## src/verilog/dsac_consts.svh

```systemverilog
// Purpose: Shared constants for the dual converter control block.
// Assumes: Peripheral clock of 25 MHz; one 16-bit register bus.
// Notes: Included by its bare name; definitions only.
// How it works
// - Two converter units, 0 and 1, each with private registers; unit 0's paired trigger selects also start unit 1.
// - Result sits in bits 15 to 6; the six low bits read zero.
// - Eight read-only 16-bit results per unit; host reads whole words only.
// - Set bit 0 maps inputs 0-7 to unit 0; set 1 maps 8-15 to unit 1.
// - Reduced variant: unit 1 stores only inputs 12 and 13, into E and F.
// - Single mode converts one input; scan repeats a group of up to 4 or 8.
// - One conversion lasts 64 or 40 conversion clock cycles.
// - Each unit divides the peripheral clock by 1, 2, 4 or 8.
// - Start by software write, pulse timer or 8-bit timer, or pin.
// - Unit 0 has pin triggers A and B, unit 1 one; select bits choose.
// - End flag, bit 7, resets to 0, set when a single conversion ends.
// - In scan mode the end flag sets only after the whole group.
// - Writing 0 after reading 1 clears the end flag; writing 1 is ignored.
// - A result read by a DMA or transfer controller clears the end flag.
// - Enable bit 6, reset 0; interrupt is flag and enable together.
// - Module stop halts the unit clock; no conversions happen.
// - Start bit self-clears after single; scan runs until cleared or auto-clear.
// - Mode field: upper bit 0 single, 10 four-input group, 11 eight-input group.
// - Low three select bits give input or group end; groups start at 0 or 4.
`ifndef DSAC_CONSTS_SVH
`define DSAC_CONSTS_SVH
`define DSAC_IDX_CSR 4'h8
`define DSAC_IDX_CR 4'h9
`define DSAC_ADDR_UNIT 4
`define DSAC_CSR_FLAG 7
`define DSAC_CSR_IE 6
`define DSAC_CSR_START 5
`define DSAC_CSR_EXCKS 4
`define DSAC_CSR_SET 3
`define DSAC_CR_TRG1 7
`define DSAC_CR_TRG0 6
`define DSAC_CR_SCAN_ENABLE_BIT 5
`define DSAC_CR_SCAN_GROUP_SIZE_BIT 4
`define DSAC_CR_CKS1 3
`define DSAC_CR_CKS0 2
`define DSAC_CR_STCLR 1
`define DSAC_CR_EXTRG 0
`define DSAC_CSR_RST 8'h00
`define DSAC_CR_RST 8'h00
`define DSAC_RES_RST 16'h0000
`define DSAC_RES_PAD 6'h00
`define DSAC_CYC_LONG 6'h3f
`define DSAC_CYC_SHORT 6'h27
`define DSAC_DIV1 3'h0
`define DSAC_DIV2 3'h1
`define DSAC_DIV4 3'h3
`define DSAC_DIV8 3'h7
`define DSAC_TRG_PT 3'h2
`define DSAC_TRG_TM 3'h4
`define DSAC_TRG_PA 3'h6
`define DSAC_TRG_PB 3'h1
`define DSAC_TRG_PT2 3'h3
`define DSAC_TRG_TM2 3'h5
`define DSAC_TRG_PB2 3'h7
`define DSAC_RED_E 3'h4
`define DSAC_RED_F 3'h5
`endif

```

## src/verilog/dsac_pkg.sv

```systemverilog
// Purpose: Types for the dual converter control block.
// Assumes: Nothing beyond the constants header.
// Notes: Types only.
package dsac_pkg;
  typedef enum logic {DSAC_IDLE, DSAC_CONV} dsac_state_e;
endpackage : dsac_pkg

```

## src/verilog/dsac_top.sv

```systemverilog
// Purpose: Control, sequencing and result storage for two converter units.
// Assumes: Analog core returns data valid when a conversion's count ends.
// Notes: Register reads answer one cycle after the read strobe.
`timescale 1ns/10ps
`default_nettype none
`include "dsac_consts.svh"
module dsac_top #(
  parameter bit REDUCED_U1 = 1'b0
) (
  input wire logic clk,
  input wire logic srst,
  input wire logic ce,
  input wire logic [1:0] mod_stop,
  input wire logic bus_sel,
  input wire logic bus_wr,
  input wire logic bus_rd,
  input wire logic [4:0] bus_addr,
  input wire logic [15:0] bus_wdata,
  output logic [15:0] bus_rdata,
  input wire logic [1:0] xfer_active,
  input wire logic pulse_timer_unit_trig,
  input wire logic eight_bit_timer_trig,
  input wire logic ext_trigger_u0_a,
  input wire logic ext_trigger_u0_b,
  input wire logic ext_trigger_u1,
  output logic [1:0] ana_start,
  output logic [7:0] ana_ch,
  input wire logic [19:0] ana_data,
  output logic [1:0] conversion_end_irq
);
  import dsac_pkg::*;

  function automatic logic [2:0] div_mask(input logic [1:0] cks);
    case (cks)
      2'h0: div_mask = `DSAC_DIV8;
      2'h1: div_mask = `DSAC_DIV4;
      2'h2: div_mask = `DSAC_DIV2;
      default: div_mask = `DSAC_DIV1;
    endcase
  endfunction : div_mask

  // Returns {start, also start the other unit}
  function automatic logic [1:0] trig_hit(input logic [2:0] sel,
      input logic pt, input logic tm, input logic pa, input logic pb);
    case (sel)
      `DSAC_TRG_PT: trig_hit = {pt, 1'b0};
      `DSAC_TRG_TM: trig_hit = {tm, 1'b0};
      `DSAC_TRG_PA: trig_hit = {pa, 1'b0};
      `DSAC_TRG_PB: trig_hit = {pb, 1'b0};
      `DSAC_TRG_PT2: trig_hit = {pt, pt};
      `DSAC_TRG_TM2: trig_hit = {tm, tm};
      `DSAC_TRG_PB2: trig_hit = {pb, pb};
      default: trig_hit = 2'h0;
    endcase
  endfunction : trig_hit

  logic [7:0] csr_q [2];
  logic [7:0] cr_q [2];
  logic [15:0] res_q [2][8];
  logic [2:0] pin_s1_q;
  logic [2:0] pin_s2_q;
  logic [2:0] pin_s3_q;
  logic [2:0] pin_edge;
  logic [1:0] hit0;
  logic [1:0] hit1;
  logic [1:0] trig;
  logic [15:0] rdata_q;
  logic [3:0] idx;

  assign idx = bus_addr[3:0];

  // Pins pass two flops; edge taken between second and third
  always_ff @(posedge clk) begin
    if (srst) begin
      pin_s1_q <= 3'h7;
      pin_s2_q <= 3'h7;
      pin_s3_q <= 3'h7;
    end else if (ce) begin
      pin_s1_q <= {ext_trigger_u1, ext_trigger_u0_b, ext_trigger_u0_a};
      pin_s2_q <= pin_s1_q;
      pin_s3_q <= pin_s2_q;
    end
  end

  // Falling edge starts, as the trigger pins idle high
  assign pin_edge = pin_s3_q & ~pin_s2_q;

  assign hit0 = trig_hit({cr_q[0][`DSAC_CR_TRG1], cr_q[0][`DSAC_CR_TRG0],
      cr_q[0][`DSAC_CR_EXTRG]}, pulse_timer_unit_trig, eight_bit_timer_trig,
      pin_edge[0], pin_edge[1]);
  assign hit1 = trig_hit({cr_q[1][`DSAC_CR_TRG1], cr_q[1][`DSAC_CR_TRG0],
      cr_q[1][`DSAC_CR_EXTRG]}, pulse_timer_unit_trig, eight_bit_timer_trig,
      pin_edge[2], pin_edge[2]);
  assign trig = {hit1[1] | hit0[0], hit0[1]};

  for (genvar u = 0; u < 2; u++) begin : g_unit
    dsac_state_e st_q;
    logic [2:0] cur_q;
    logic [2:0] pre_q;
    logic [5:0] cyc_q;
    logic rd1_q;
    logic fpend_q;
    logic run;
    logic tick;
    logic scan;
    logic start;
    logic done;
    logic grp_end;
    logic begin_c;
    logic [2:0] first;
    logic [2:0] last;
    logic [5:0] cyc_last;
    logic wr_u;
    logic rd_u;
    logic keep;
    logic sw_clr;
    logic dma_clr;

    assign run = ce & ~mod_stop[u];
    assign wr_u = bus_sel & bus_wr & (bus_addr[`DSAC_ADDR_UNIT] == 1'(u));
    assign rd_u = bus_sel & bus_rd & (bus_addr[`DSAC_ADDR_UNIT] == 1'(u));
    assign scan = cr_q[u][`DSAC_CR_SCAN_ENABLE_BIT];
    assign start = csr_q[u][`DSAC_CSR_START];
    assign tick = (pre_q & div_mask(cr_q[u][3:2])) == div_mask(cr_q[u][3:2]);
    assign cyc_last = csr_q[u][`DSAC_CSR_EXCKS] ? `DSAC_CYC_SHORT
                                               : `DSAC_CYC_LONG;
    assign last = csr_q[u][2:0];
    always_comb begin
      first = csr_q[u][2:0];
      if (scan) begin
        first = cr_q[u][`DSAC_CR_SCAN_GROUP_SIZE_BIT] ? 3'h0 : {csr_q[u][2], 2'h0};
      end
    end
    assign done = run & (st_q == DSAC_CONV) & start & tick & (cyc_q == cyc_last);
    assign grp_end = done & (~scan | (cur_q == last));
    assign begin_c = run & (st_q == DSAC_IDLE) & start;
    // Reduced variant keeps only E and F of unit 1
    assign keep = (csr_q[u][`DSAC_CSR_SET] == 1'(u)) &
        (u == 0 || !REDUCED_U1 || cur_q == `DSAC_RED_E
         || cur_q == `DSAC_RED_F);

    always_ff @(posedge clk) begin
      if (srst) begin
        pre_q <= 3'h0;
      end else if (run) begin
        pre_q <= pre_q + 3'h1;
      end
    end

    // Sequencer; a cleared start bit aborts at once
    always_ff @(posedge clk) begin
      if (srst) begin
        st_q <= DSAC_IDLE;
        cur_q <= 3'h0;
        cyc_q <= 6'h00;
      end else if (run) begin
        case (st_q)
          DSAC_IDLE: begin
            if (start) begin
              st_q <= DSAC_CONV;
              cur_q <= first;
              cyc_q <= 6'h00;
            end
          end
          DSAC_CONV: begin
            if (!start) begin
              st_q <= DSAC_IDLE;
            end else if (tick) begin
              if (cyc_q != cyc_last) begin
                cyc_q <= cyc_q + 6'h01;
              end else begin
                cyc_q <= 6'h00;
                if (!scan) begin
                  st_q <= DSAC_IDLE;
                end else if (cur_q == last) begin
                  cur_q <= first;
                end else begin
                  cur_q <= cur_q + 3'h1;
                end
              end
            end
          end
          default: st_q <= DSAC_IDLE;
        endcase
      end
    end

    always_ff @(posedge clk) begin
      if (srst) begin
        ana_start[u] <= 1'b0;
        ana_ch[u*4 +: 4] <= 4'h0;
      end else if (ce) begin
        ana_start[u] <= begin_c | (done & scan & ~(grp_end &
            cr_q[u][`DSAC_CR_STCLR]));
        if (begin_c) begin
          ana_ch[u*4 +: 4] <= {csr_q[u][`DSAC_CSR_SET], first};
        end else if (done) begin
          ana_ch[u*4 +: 4] <= {csr_q[u][`DSAC_CSR_SET],
              (cur_q == last) ? first : cur_q + 3'h1};
        end
      end
    end

    for (genvar r = 0; r < 8; r++) begin : g_res
      always_ff @(posedge clk) begin
        if (srst) begin
          res_q[u][r] <= `DSAC_RES_RST;
        end else if (ce && done && keep && cur_q == 3'(r)) begin
          res_q[u][r] <= {ana_data[u*10 +: 10], `DSAC_RES_PAD};
        end
      end
    end

    // Flag set is delayed so the start bit clears first
    always_ff @(posedge clk) begin
      if (srst) begin
        fpend_q <= 1'b0;
      end else if (ce) begin
        fpend_q <= grp_end;
      end
    end

    always_ff @(posedge clk) begin
      if (srst) begin
        rd1_q <= 1'b0;
      end else if (ce) begin
        if (wr_u && idx == `DSAC_IDX_CSR) begin
          rd1_q <= 1'b0;
        end else if (rd_u && idx == `DSAC_IDX_CSR && csr_q[u][`DSAC_CSR_FLAG]) begin
          rd1_q <= 1'b1;
        end
      end
    end

    assign sw_clr = wr_u & (idx == `DSAC_IDX_CSR) &
        ~bus_wdata[`DSAC_CSR_FLAG] & rd1_q;
    assign dma_clr = rd_u & ~idx[3] & xfer_active[u];

    always_ff @(posedge clk) begin
      if (srst) begin
        csr_q[u] <= `DSAC_CSR_RST;
      end else if (ce) begin
        // Set beats clear so no completion is lost
        if (fpend_q) begin
          csr_q[u][`DSAC_CSR_FLAG] <= 1'b1;
        end else if (sw_clr || dma_clr) begin
          csr_q[u][`DSAC_CSR_FLAG] <= 1'b0;
        end
        if (wr_u && idx == `DSAC_IDX_CSR) begin
          csr_q[u][6:0] <= bus_wdata[6:0];
        end else if (done && (!scan || (grp_end && cr_q[u][`DSAC_CR_STCLR]))) begin
          csr_q[u][`DSAC_CSR_START] <= 1'b0;
        end else if (trig[u] && !mod_stop[u]) begin
          csr_q[u][`DSAC_CSR_START] <= 1'b1;
        end
      end
    end

    always_ff @(posedge clk) begin
      if (srst) begin
        cr_q[u] <= `DSAC_CR_RST;
      end else if (ce && wr_u && idx == `DSAC_IDX_CR) begin
        cr_q[u] <= bus_wdata[7:0];
      end
    end

    assign conversion_end_irq[u] = csr_q[u][`DSAC_CSR_FLAG] &
        csr_q[u][`DSAC_CSR_IE];
  end

  // Results are read-only; writes to them are dropped
  always_ff @(posedge clk) begin
    if (srst) begin
      rdata_q <= 16'h0000;
    end else if (ce && bus_sel && bus_rd) begin
      if (!idx[3]) begin
        rdata_q <= res_q[bus_addr[`DSAC_ADDR_UNIT]][idx[2:0]];
      end else if (idx == `DSAC_IDX_CSR) begin
        rdata_q <= {8'h00, csr_q[bus_addr[`DSAC_ADDR_UNIT]]};
      end else if (idx == `DSAC_IDX_CR) begin
        rdata_q <= {8'h00, cr_q[bus_addr[`DSAC_ADDR_UNIT]]};
      end else begin
        rdata_q <= 16'h0000;
      end
    end
  end

  assign bus_rdata = rdata_q;
endmodule : dsac_top
`default_nettype wire

```

## config.mk

```make
export PLATFORM = sky130hd
export DESIGN_NAME = dsac_top
export DESIGN_NICKNAME = d
export VERILOG_FILES = /design/src/verilog/dsac_pkg.sv /design/src/verilog/dsac_top.sv
export VERILOG_INCLUDE_DIRS = /design/src /design/src/verilog
export SDC_FILE = /design/constraint.sdc
export NUM_CORES = 1
export LEC_CHECK = 0
export BUFFER_PORTS_ARGS = -buffer_cell sky130_fd_sc_hd__buf_2
export CAP_MARGIN = 15
export CORE_AREA = 2 2 145 147
export DETAILED_ROUTE_END_ITERATION = 8
export DIE_AREA = 0 0 147 149
export GPL_TIMING_DRIVEN = 0
export HOLD_SLACK_MARGIN = 0.05
export PLACE_DENSITY = 0.88
export SLEW_MARGIN = 30
export SYNTH_ARGS = -nofsm -noshare
export SYNTH_HDL_FRONTEND = slang
export SYNTH_SLANG_ARGS = --single-unit
```

## constraint.sdc

```tcl
create_clock -name clk -period 8.1 [get_ports clk]
set_clock_uncertainty 0.2 [all_clocks]
set_input_delay 0.81 -clock clk [delete_from_list [all_inputs] [get_ports clk]]
set_output_delay 0.81 -clock clk [all_outputs]
set_load 0.01 [all_outputs]
```

==> metrics, run 1 <==
placed cells between 1000 and 1500; area of the die 21900 um2; Max VDD drop approximately 0.16 mV; hold crit path type register to register; number of setup buffers added after CTS 0; max-cap viol count 0; share of synthesized flip-flops with an asynchronous set or reset 0; final setup vio count 0; sequential area share after synthesis 0.586; CP arrival just over 3 ns; DP Wirelength between 20000 and 25000 um; Initial Util 0.587; Total GRT Usage 0.311; post-synthesis net count around 1100; CTS tree yes; Final Hold Vio Count 0; Final min period about 3 ns; first-pass GRT wire length a little over 50000 um; setup TNS 0 ns; mapped cell area about 12000 um2; Sw Pwr about 680 uW; initial antenna violation count 1; crit-path cells clkbuf_1, clkbuf_1, nand2_1, o21ai_1, a21o_1; latest clock arrival within the worst-skew pair between 0.5 and 0.6 ns; drt initial violations roughly 900; RSZ-0062 raised after global routing false; Post-Route WL approximately 34000 um; outcome complete, no violations; syn_area_per_cell between 10 and 15 um2; max-slew violation count 0; Final Non-Filler Cells around 1400; max incr delay on CP approximately 0.69 ns; core box area 20600 um2; Worst Setup Start Kind input port; worst path required time around 8 ns; hold buffer count at CTS 0; num ports 84; most used cell, CP clkbuf_1; Crit Path Category input port to register; CTS buffer count 26; number of synthesized register bits about 260; Post-synth EDFFs 192; Die Y roughly 150 um; multi-input logic area about 4700 um2; YS warnings 0; Post-DRT Antenna Nets 0; sw frac 0.235; DRT Pass-1 Iters 6; Leakage slightly below 5 nW; clock sinks 257; Pwr per Cell Area ~210 nW/um2; I/O Buffers 71; proportion of layout cells with a drive suffix above 1 0.186; f_max 333 MHz; vias ~9000; Routability Congestion ~0.97; vias per cell ~6.5; Yosys cell types 57; Crit Path Max Fanout 10; Flop pwr share 0.519; post-CTS resize count 0; Clock power frac 0.400; Worst Setup End Kind register; prevailing post-synth register cell edfxtp_1; # fillers about 1400; Longest Clk Path Bufs 3; H-tree levels 1; fin nets about 1200; vias in the first global route between 8000 and 9000; DRC 0; Pint 2.21 mW; CTS Root Cell clkbuf_16; Area growth syn-to-layout 13.1%; gr ovfl total 0; antenna cell count 0; max_slew headroom 0.344; sequential cell area 7070 um2; chip width around 150 um; largest net degree at the start of global routing 15; fin util 0.663; crit share post-route 0.371; Gate power share 0.081; Slew @ Worst Pin around 1 ns; standard-cell row count 53; cells after synthesis slightly below 1000; WL/cell approximately 24 um; Worst-path clk slew roughly 0.060 ns; Critical-path top delay cell o21ai_1
[state kept, by name, summed over array words and instances, names as in the netlist, 3 cells and up]
signal / flops
ana_ch: 8
bus_rdata: 16
cr_q: 16
csr_q: 16
g_unit.cur_q: 6
g_unit.cyc_q: 12
g_unit.pre_q: 6
pin_s1_q: 3
pin_s2_q: 3
pin_s3_q: 3
res_q: 160
[cells in the final DEF (no fill, tap or decap), types with 16 or more instances in the layout]
master / netlist / final
nor2_1: 154 / 154
mux4_2: 48 / 48
a21oi_1: 30 / 30
buf_2: 20 / 91
edfxtp_1: 192 / 192
and2_1: 70 / 70
o21ai_0: 35 / 20
ha_1: 16 / 16
clkbuf_1: 25 / 31
clkbuf_16: 0 / 26
nand2_1: 96 / 96
mux2i_1: 32 / 32
inv_1: 24 / 24
dfxtp_1: 65 / 65
[Yosys cell counts (4+ instances only)]
| cell type | n | area [um2] |
|---|---|---|
| a22oi_1 | 10 | 75.1 |
| a211oi_1 | 11 | 82.6 |
| mux4_2 | 48 | 1080 |
| nand4_1 | 6 | 37.5 |
| clkbuf_1 | 25 | 93.8 |
| buf_2 | 20 | 100 |
| xor2_1 | 13 | 114 |
| o31ai_1 | 6 | 45.0 |
| nand2_1 | 96 | 360 |
| a41oi_1 | 4 | 35.0 |
| nor2b_1 | 4 | 25.0 |
| nor3_1 | 13 | 65.1 |
| nor2_1 | 154 | 578 |
| inv_1 | 24 | 90.1 |
| mux2i_1 | 32 | 320 |
| buf_4 | 7 | 52.6 |
| and3_1 | 7 | 43.8 |
| dfxtp_1 | 65 | 1300 |
| nand2b_1 | 12 | 75.1 |
| xnor2_1 | 4 | 35.0 |
| a2bb2oi_1 | 8 | 70.1 |
| ha_1 | 16 | 200 |
| nand3b_1 | 9 | 67.6 |
| nand3_1 | 11 | 55.1 |
| a21oi_1 | 30 | 150 |
| and2_1 | 70 | 438 |
| o21ai_0 | 35 | 175 |
| edfxtp_1 | 192 | 5770 |
| a31oi_1 | 7 | 43.8 |
[final timing paths]
kind | slack [ns] | start | to | cells after the start
worst max-delay path | 5.10 | ce | csr_q[1][5]$_SDFFCE_PN0P_ | 5
worst min-delay path | 0.26 | ana_ch[2]$_SDFFE_PP0P_ | ana_ch[2]$_SDFFE_PP0P_ | 2
worst max register to register | 5.19 | csr_q[0][4]$_SDFFCE_PN0P_ | res_q[0][15]$_SDFFCE_PN0P_ | 6
worst min register to register | 0.26 | ana_ch[2]$_SDFFE_PP0P_ | ana_ch[2]$_SDFFE_PP0P_ | 2
[kinds of logic after synthesis]
kind of cell	synth area share
and+or+nand+nor	0.162
DFF	0.586
AOI/OAI and AO/OA	0.0759
muxes	0.119
buffers and inverters	0.0285
xor gates and xnor gates	0.0123
adders and majority gates	0.0166
[metrics by stage]
| stage | cell area [um2] | total power [mW] | hold slack (ns) | worst slack, ns |
|---|---|---|---|---|
| 3_5_place_dp | 12800 | 1.75 | 0.247 | 4.61 |
| 3_3_place_gp | 12800 | 1.74 | 0.247 | 4.08 |
| 6_report | 13600 | 2.89 | 0.258 | 5.10 |
| 5_1_grt | 13600 | 2.95 | 0.282 | 5.01 |
| 2_1_floorplan | 12100 | 1.66 | 0.232 | 5.10 |
| 4_1_cts | 13600 | 2.88 | 0.259 | 5.13 |
[layer usage]
metal	part of all wire	up-vias	track usage
met5	0	-	0
met1	0.33	4274	0.370
met3	0.12	153	0.0661
met4	0.061	0	0.171
li1	-	3854	-
met2	0.49	715	0.534
[critical path: cells and delay by family]
| family | cells | cell delay [ns] |
|---|---|---|
| buffers and inverters | 2 | 1.06 |
| AOI/OAI and AO/OA | 2 | 0.85 |
| and+or+nand+nor | 1 | 0.33 |
[layout make-up]
| cell class | instances | share of cell area |
|---|---|---|
| repair buffers | 74 | 0.0277 |
| inverters | 24 | 0.00661 |
| multi-input cells | 658 | 0.344 |
| well taps | 275 | 0.0252 |
| flip-flops and latches | 257 | 0.518 |
| clock inverters | 16 | 0.00991 |
| plain buffers | 54 | 0.0186 |
| clock buffers | 32 | 0.0494 |
[power by group through the flow]
stage | clock network (mW) | logic [mW] | registers [mW]
3_3_place_gp | 0 | 0.217 | 1.52
3_5_place_dp | 0 | 0.226 | 1.52
6_report | 1.16 | 0.235 | 1.50
5_1_grt | 1.20 | 0.247 | 1.50
4_1_cts | 1.15 | 0.230 | 1.50
2_1_floorplan | 0 | 0.142 | 1.51
No activity file was read; power rests on OpenSTA's default activity.
==> run 2, diff against run 1 <==
--- a/config.mk
+++ b/config.mk
@@ -6,14 +6,15 @@
 export SDC_FILE = /design/constraint.sdc
 export NUM_CORES = 1
 export LEC_CHECK = 0
+export ABC_AREA = 1
 export BUFFER_PORTS_ARGS = -buffer_cell sky130_fd_sc_hd__buf_2
 export CAP_MARGIN = 15
-export CORE_AREA = 2 2 145 147
+export CORE_AREA = 2 2 150 152
 export DETAILED_ROUTE_END_ITERATION = 8
-export DIE_AREA = 0 0 147 149
+export DIE_AREA = 0 0 152 154
 export GPL_TIMING_DRIVEN = 0
 export HOLD_SLACK_MARGIN = 0.05
-export PLACE_DENSITY = 0.88
+export PLACE_DENSITY = 0.87
 export SLEW_MARGIN = 30
 export SYNTH_ARGS = -nofsm -noshare
 export SYNTH_HDL_FRONTEND = slang
==> constraint.sdc (replaced) <==
create_clock -name clk -period 2.9 [get_ports clk]
set_clock_uncertainty 0.2 [all_clocks]
set_input_delay 0.29 -clock clk [delete_from_list [all_inputs] [get_ports clk]]
set_output_delay 0.29 -clock clk [all_outputs]
set_load 0.01 [all_outputs]
==> run 2 against run 1 <==
Compared with the run above: final area grew 6.7%; core utilization grew 0.74 points; synthesized area increased by 6.4%; critical path depth increased by 1; global-route usage increased by 1.4 points; critical endpoint is now res_q[1][16]$_SDFFCE_PN0P_; largest cell class unchanged.
==> metrics, run 2 <==
largest net degree at the start of global routing 15 (unchanged); vias per cell 6.13 (-5.3%); Slew @ Worst Pin 1.05 ns (+0.0727 ns); Sw Pwr 2.10 mW (+210%); Worst Setup End Kind register; hold crit path type input port to register; Pwr per Cell Area 558 nW/um2 (+160%); num ports 84 (unchanged); Max VDD drop 0.557 mV (+250%); CTS tree yes; mapped cell area 12800 um2 (+6.4%); Die Y 154 um (+3.4%); outcome complete, no violations; Clock power frac 0.384 (-0.016); worst path required time 2.83 ns (-5.32 ns); Post-DRT Antenna Nets 0 (unchanged); Crit Path Max Fanout 10 (unchanged); Pint 6.02 mW (+170%); f_max between 300 and 400 MHz; crit-path cells dlygate4sd3_1, buf_2, inv_1, buf_2, clkbuf_1, nand2_1; prevailing post-synth register cell edfxtp_1; drt initial violations 1420 (+55%); Worst-path clk slew 0.06 ns (about the same); Crit Path Category input port to register; Post-Route WL 38800 um (+15%); Routability Congestion 1.03 (+5.7%); fin nets 1618 (+39%); Yosys cell types 39 (-32%); setup TNS 0 ns (unchanged); Synth area leader edfxtp_1; I/O Buffers 75 (+5.6%); Final Hold Vio Count 0 (unchanged); number of synthesized register bits 257 (unchanged); Leakage 5.76 nW (+20%); vias 11300 (+26%); crit share post-route 0.975; cells after synthesis 1424 (+43%); vias in the first global route 10800 (+21%); top-count cell post-synth nor2_1; number of setup buffers added after CTS 0 (unchanged); Area growth syn-to-layout 13.4%; area of the die 23400 um2 (+6.9%); hold_ws 0.0869 ns (-0.171 ns); Longest Clk Path Bufs 3 (unchanged); Flop pwr share 0.516 (-0.003); top cells by area, synth edfxtp_1 (45%), dfxtp_1 (10%), nor2_1 (8.5%); Largest Register res_q; sw frac 0.258 (+0.0234); antenna cell count 0 (unchanged); DP Wirelength 27200 um (+17%); # fillers 1636 (+13%); proportion of layout cells with a drive suffix above 1 0.157 (-0.0291); most frequent cells in the layout nor2_1 (291), nand2_1 (218), edfxtp_1 (192); standard-cell row count 54 (+1.9%); CP arrival 2.76 ns (-0.29 ns); most frequent cells after synthesis nor2_1 (291), nand2_1 (222), edfxtp_1 (192); Critical-path top delay cell clkbuf_1; WL/cell 21.0 um (-14%); chip width 152 um (+3.4%); max_slew headroom 0.298 (-0.0461); syn_area_per_cell 9.01 um2 (-26%); Gate power share 0.100 (+0.019); max incr delay on CP 0.83 ns (+0.14 ns); Design Area, Final 14500 um2 (+6.7%); Post-synth EDFFs 192 (unchanged); initial antenna violation count 0 (-1); share of Yosys cell area claimed by the top area cell type 0.449 (-0.0287); Buf/Inv on CP 5 (+3); max-cap viol count 0 (unchanged); Initial Util 0.591 (+0.00489); CTS Root Cell clkbuf_16; clock sinks 257 (unchanged); CTS buffer count 26 (unchanged); max reg flops 160 (unchanged); max-slew violation count 0 (unchanged); YS warnings 0 (unchanged); most common cell after layout, fill and taps aside nor2_1; most used cell, CP buf_2; gr ovfl total 0 (unchanged); DRT Pass-1 Iters 7 (+1); first-pass GRT wire length 58800 um (+16%); core box area 21700 um2 (+5.5%); CP top delay family buffers and inverters; post-synthesis net count 1496 (+40%); Worst Setup Start Kind input port; DRC 0 (unchanged); Total GRT Usage 0.325 (+0.0137); sequential area share after synthesis 0.551 (-0.0352); share of synthesized flip-flops with an asynchronous set or reset 0 (unchanged); final setup vio count 0 (unchanged); Design Power 8.11 mW (+180%); placed cell areas 13600 um2 (+5.8%); latest clock arrival within the worst-skew pair 0.54 ns (about the same); Final min period roughly 2.8 ns; H-tree levels 1 (unchanged)
==> run 2: changes by cell type after synthesis, moves of 16 or more <==
cell	change
nor3_1	+16
inv_1	+90
nand2_1	+126
nand3_1	+49
and2_1	-70
clkbuf_1	+19
mux2i_1	-32
a21oi_1	+26
o21ai_0	+105
mux4_2	-48
nor3_2	+60
nor2_1	+137
==> run 2: final cells by class <==
| type | instances | area, um2 | share of cell area |
|---|---|---|---|
| Buffer | 73 | 338 | 0.0232 |
| Clock buffer | 32 | 694 | 0.0478 |
| Clock inverter | 15 | 77.6 | 0.00533 |
| Inverter | 120 | 450 | 0.0310 |
| Multi-Input combinational cell | 974 | 5000 | 0.344 |
| Sequential cell | 257 | 7070 | 0.486 |
| Tap cell | 280 | 350 | 0.0241 |
| Timing Repair Buffer | 94 | 563 | 0.0387 |
==> run 2: what timing repair did <==
action,CTS,global route
hold buffers,18,0
endpoints found under the setup margin,0,60
hold endpoints to repair,50,0
resized for setup,0,7
==> run 2: final timing paths <==
check,start,end,slack (ns),cells past startpoint
worst max-delay path,srst,res_q[1][16]$_SDFFCE_PN0P_,0.07,6
worst min register to register,g_unit[0].rd1_q$_SDFFE_PP0P_,g_unit[0].rd1_q$_SDFFE_PP0P_,0.25,2
worst max register to register,g_unit[1].cyc_q[0]$_SDFFE_PP0P_,res_q[1][22]$_SDFFCE_PN0P_,0.19,8
worst min-delay path,ana_data[19],res_q[1][69]$_SDFFCE_PN0P_,0.09,3
==> run 2: cells by family (layout without fill, tap and decap cells) <==
kind of cell             after synthesis  after routing  synth area share
XOR/XNOR                              11             11           0.00751
adder cells (fa/ha/maj)               16             16            0.0156
buffers and inverters                193            334            0.0615
AO/OA/AOI/OAI                        224            224            0.0932
AND/OR/NAND/NOR                      723            723             0.271
flip-flops                           257            257             0.551
==> run 2: power by group through the flow <==
stage,Clock [mW],Combinational (mW),Sequential (mW)
after global placement,0,0.722,4.25
after CTS,3.09,0.773,4.18
after global routing,3.24,0.859,4.20
final,3.12,0.808,4.18
after detailed placement,0,0.745,4.26
after floorplan,0,0.456,4.24
==> run 2: per-stage QoR <==
stage	setup slack (ns)	util	cells
6_report	0.0722	0.671	1845
5_1_grt	-0.00187	0.671	1845
3_5_place_dp	0.103	0.625	1780
2_1_floorplan	0.281	-	1424
3_3_place_gp	-0.400	0.625	1779
4_1_cts	0.0698	0.669	1845
==> run 2: tightest hold or removal path, stage by stage <==
cell	delay, ns
buf_2	0.07
inv_1	0.19
nor2_1	0.16
==> run 2: layer usage <==
layer	vias up	track usage	routed length, um
met3	189	0.0502	4960
met4	0	0.203	2930
li1	5027	-	-
met1	5224	0.397	12900
met5	-	0	0
met2	872	0.543	18100
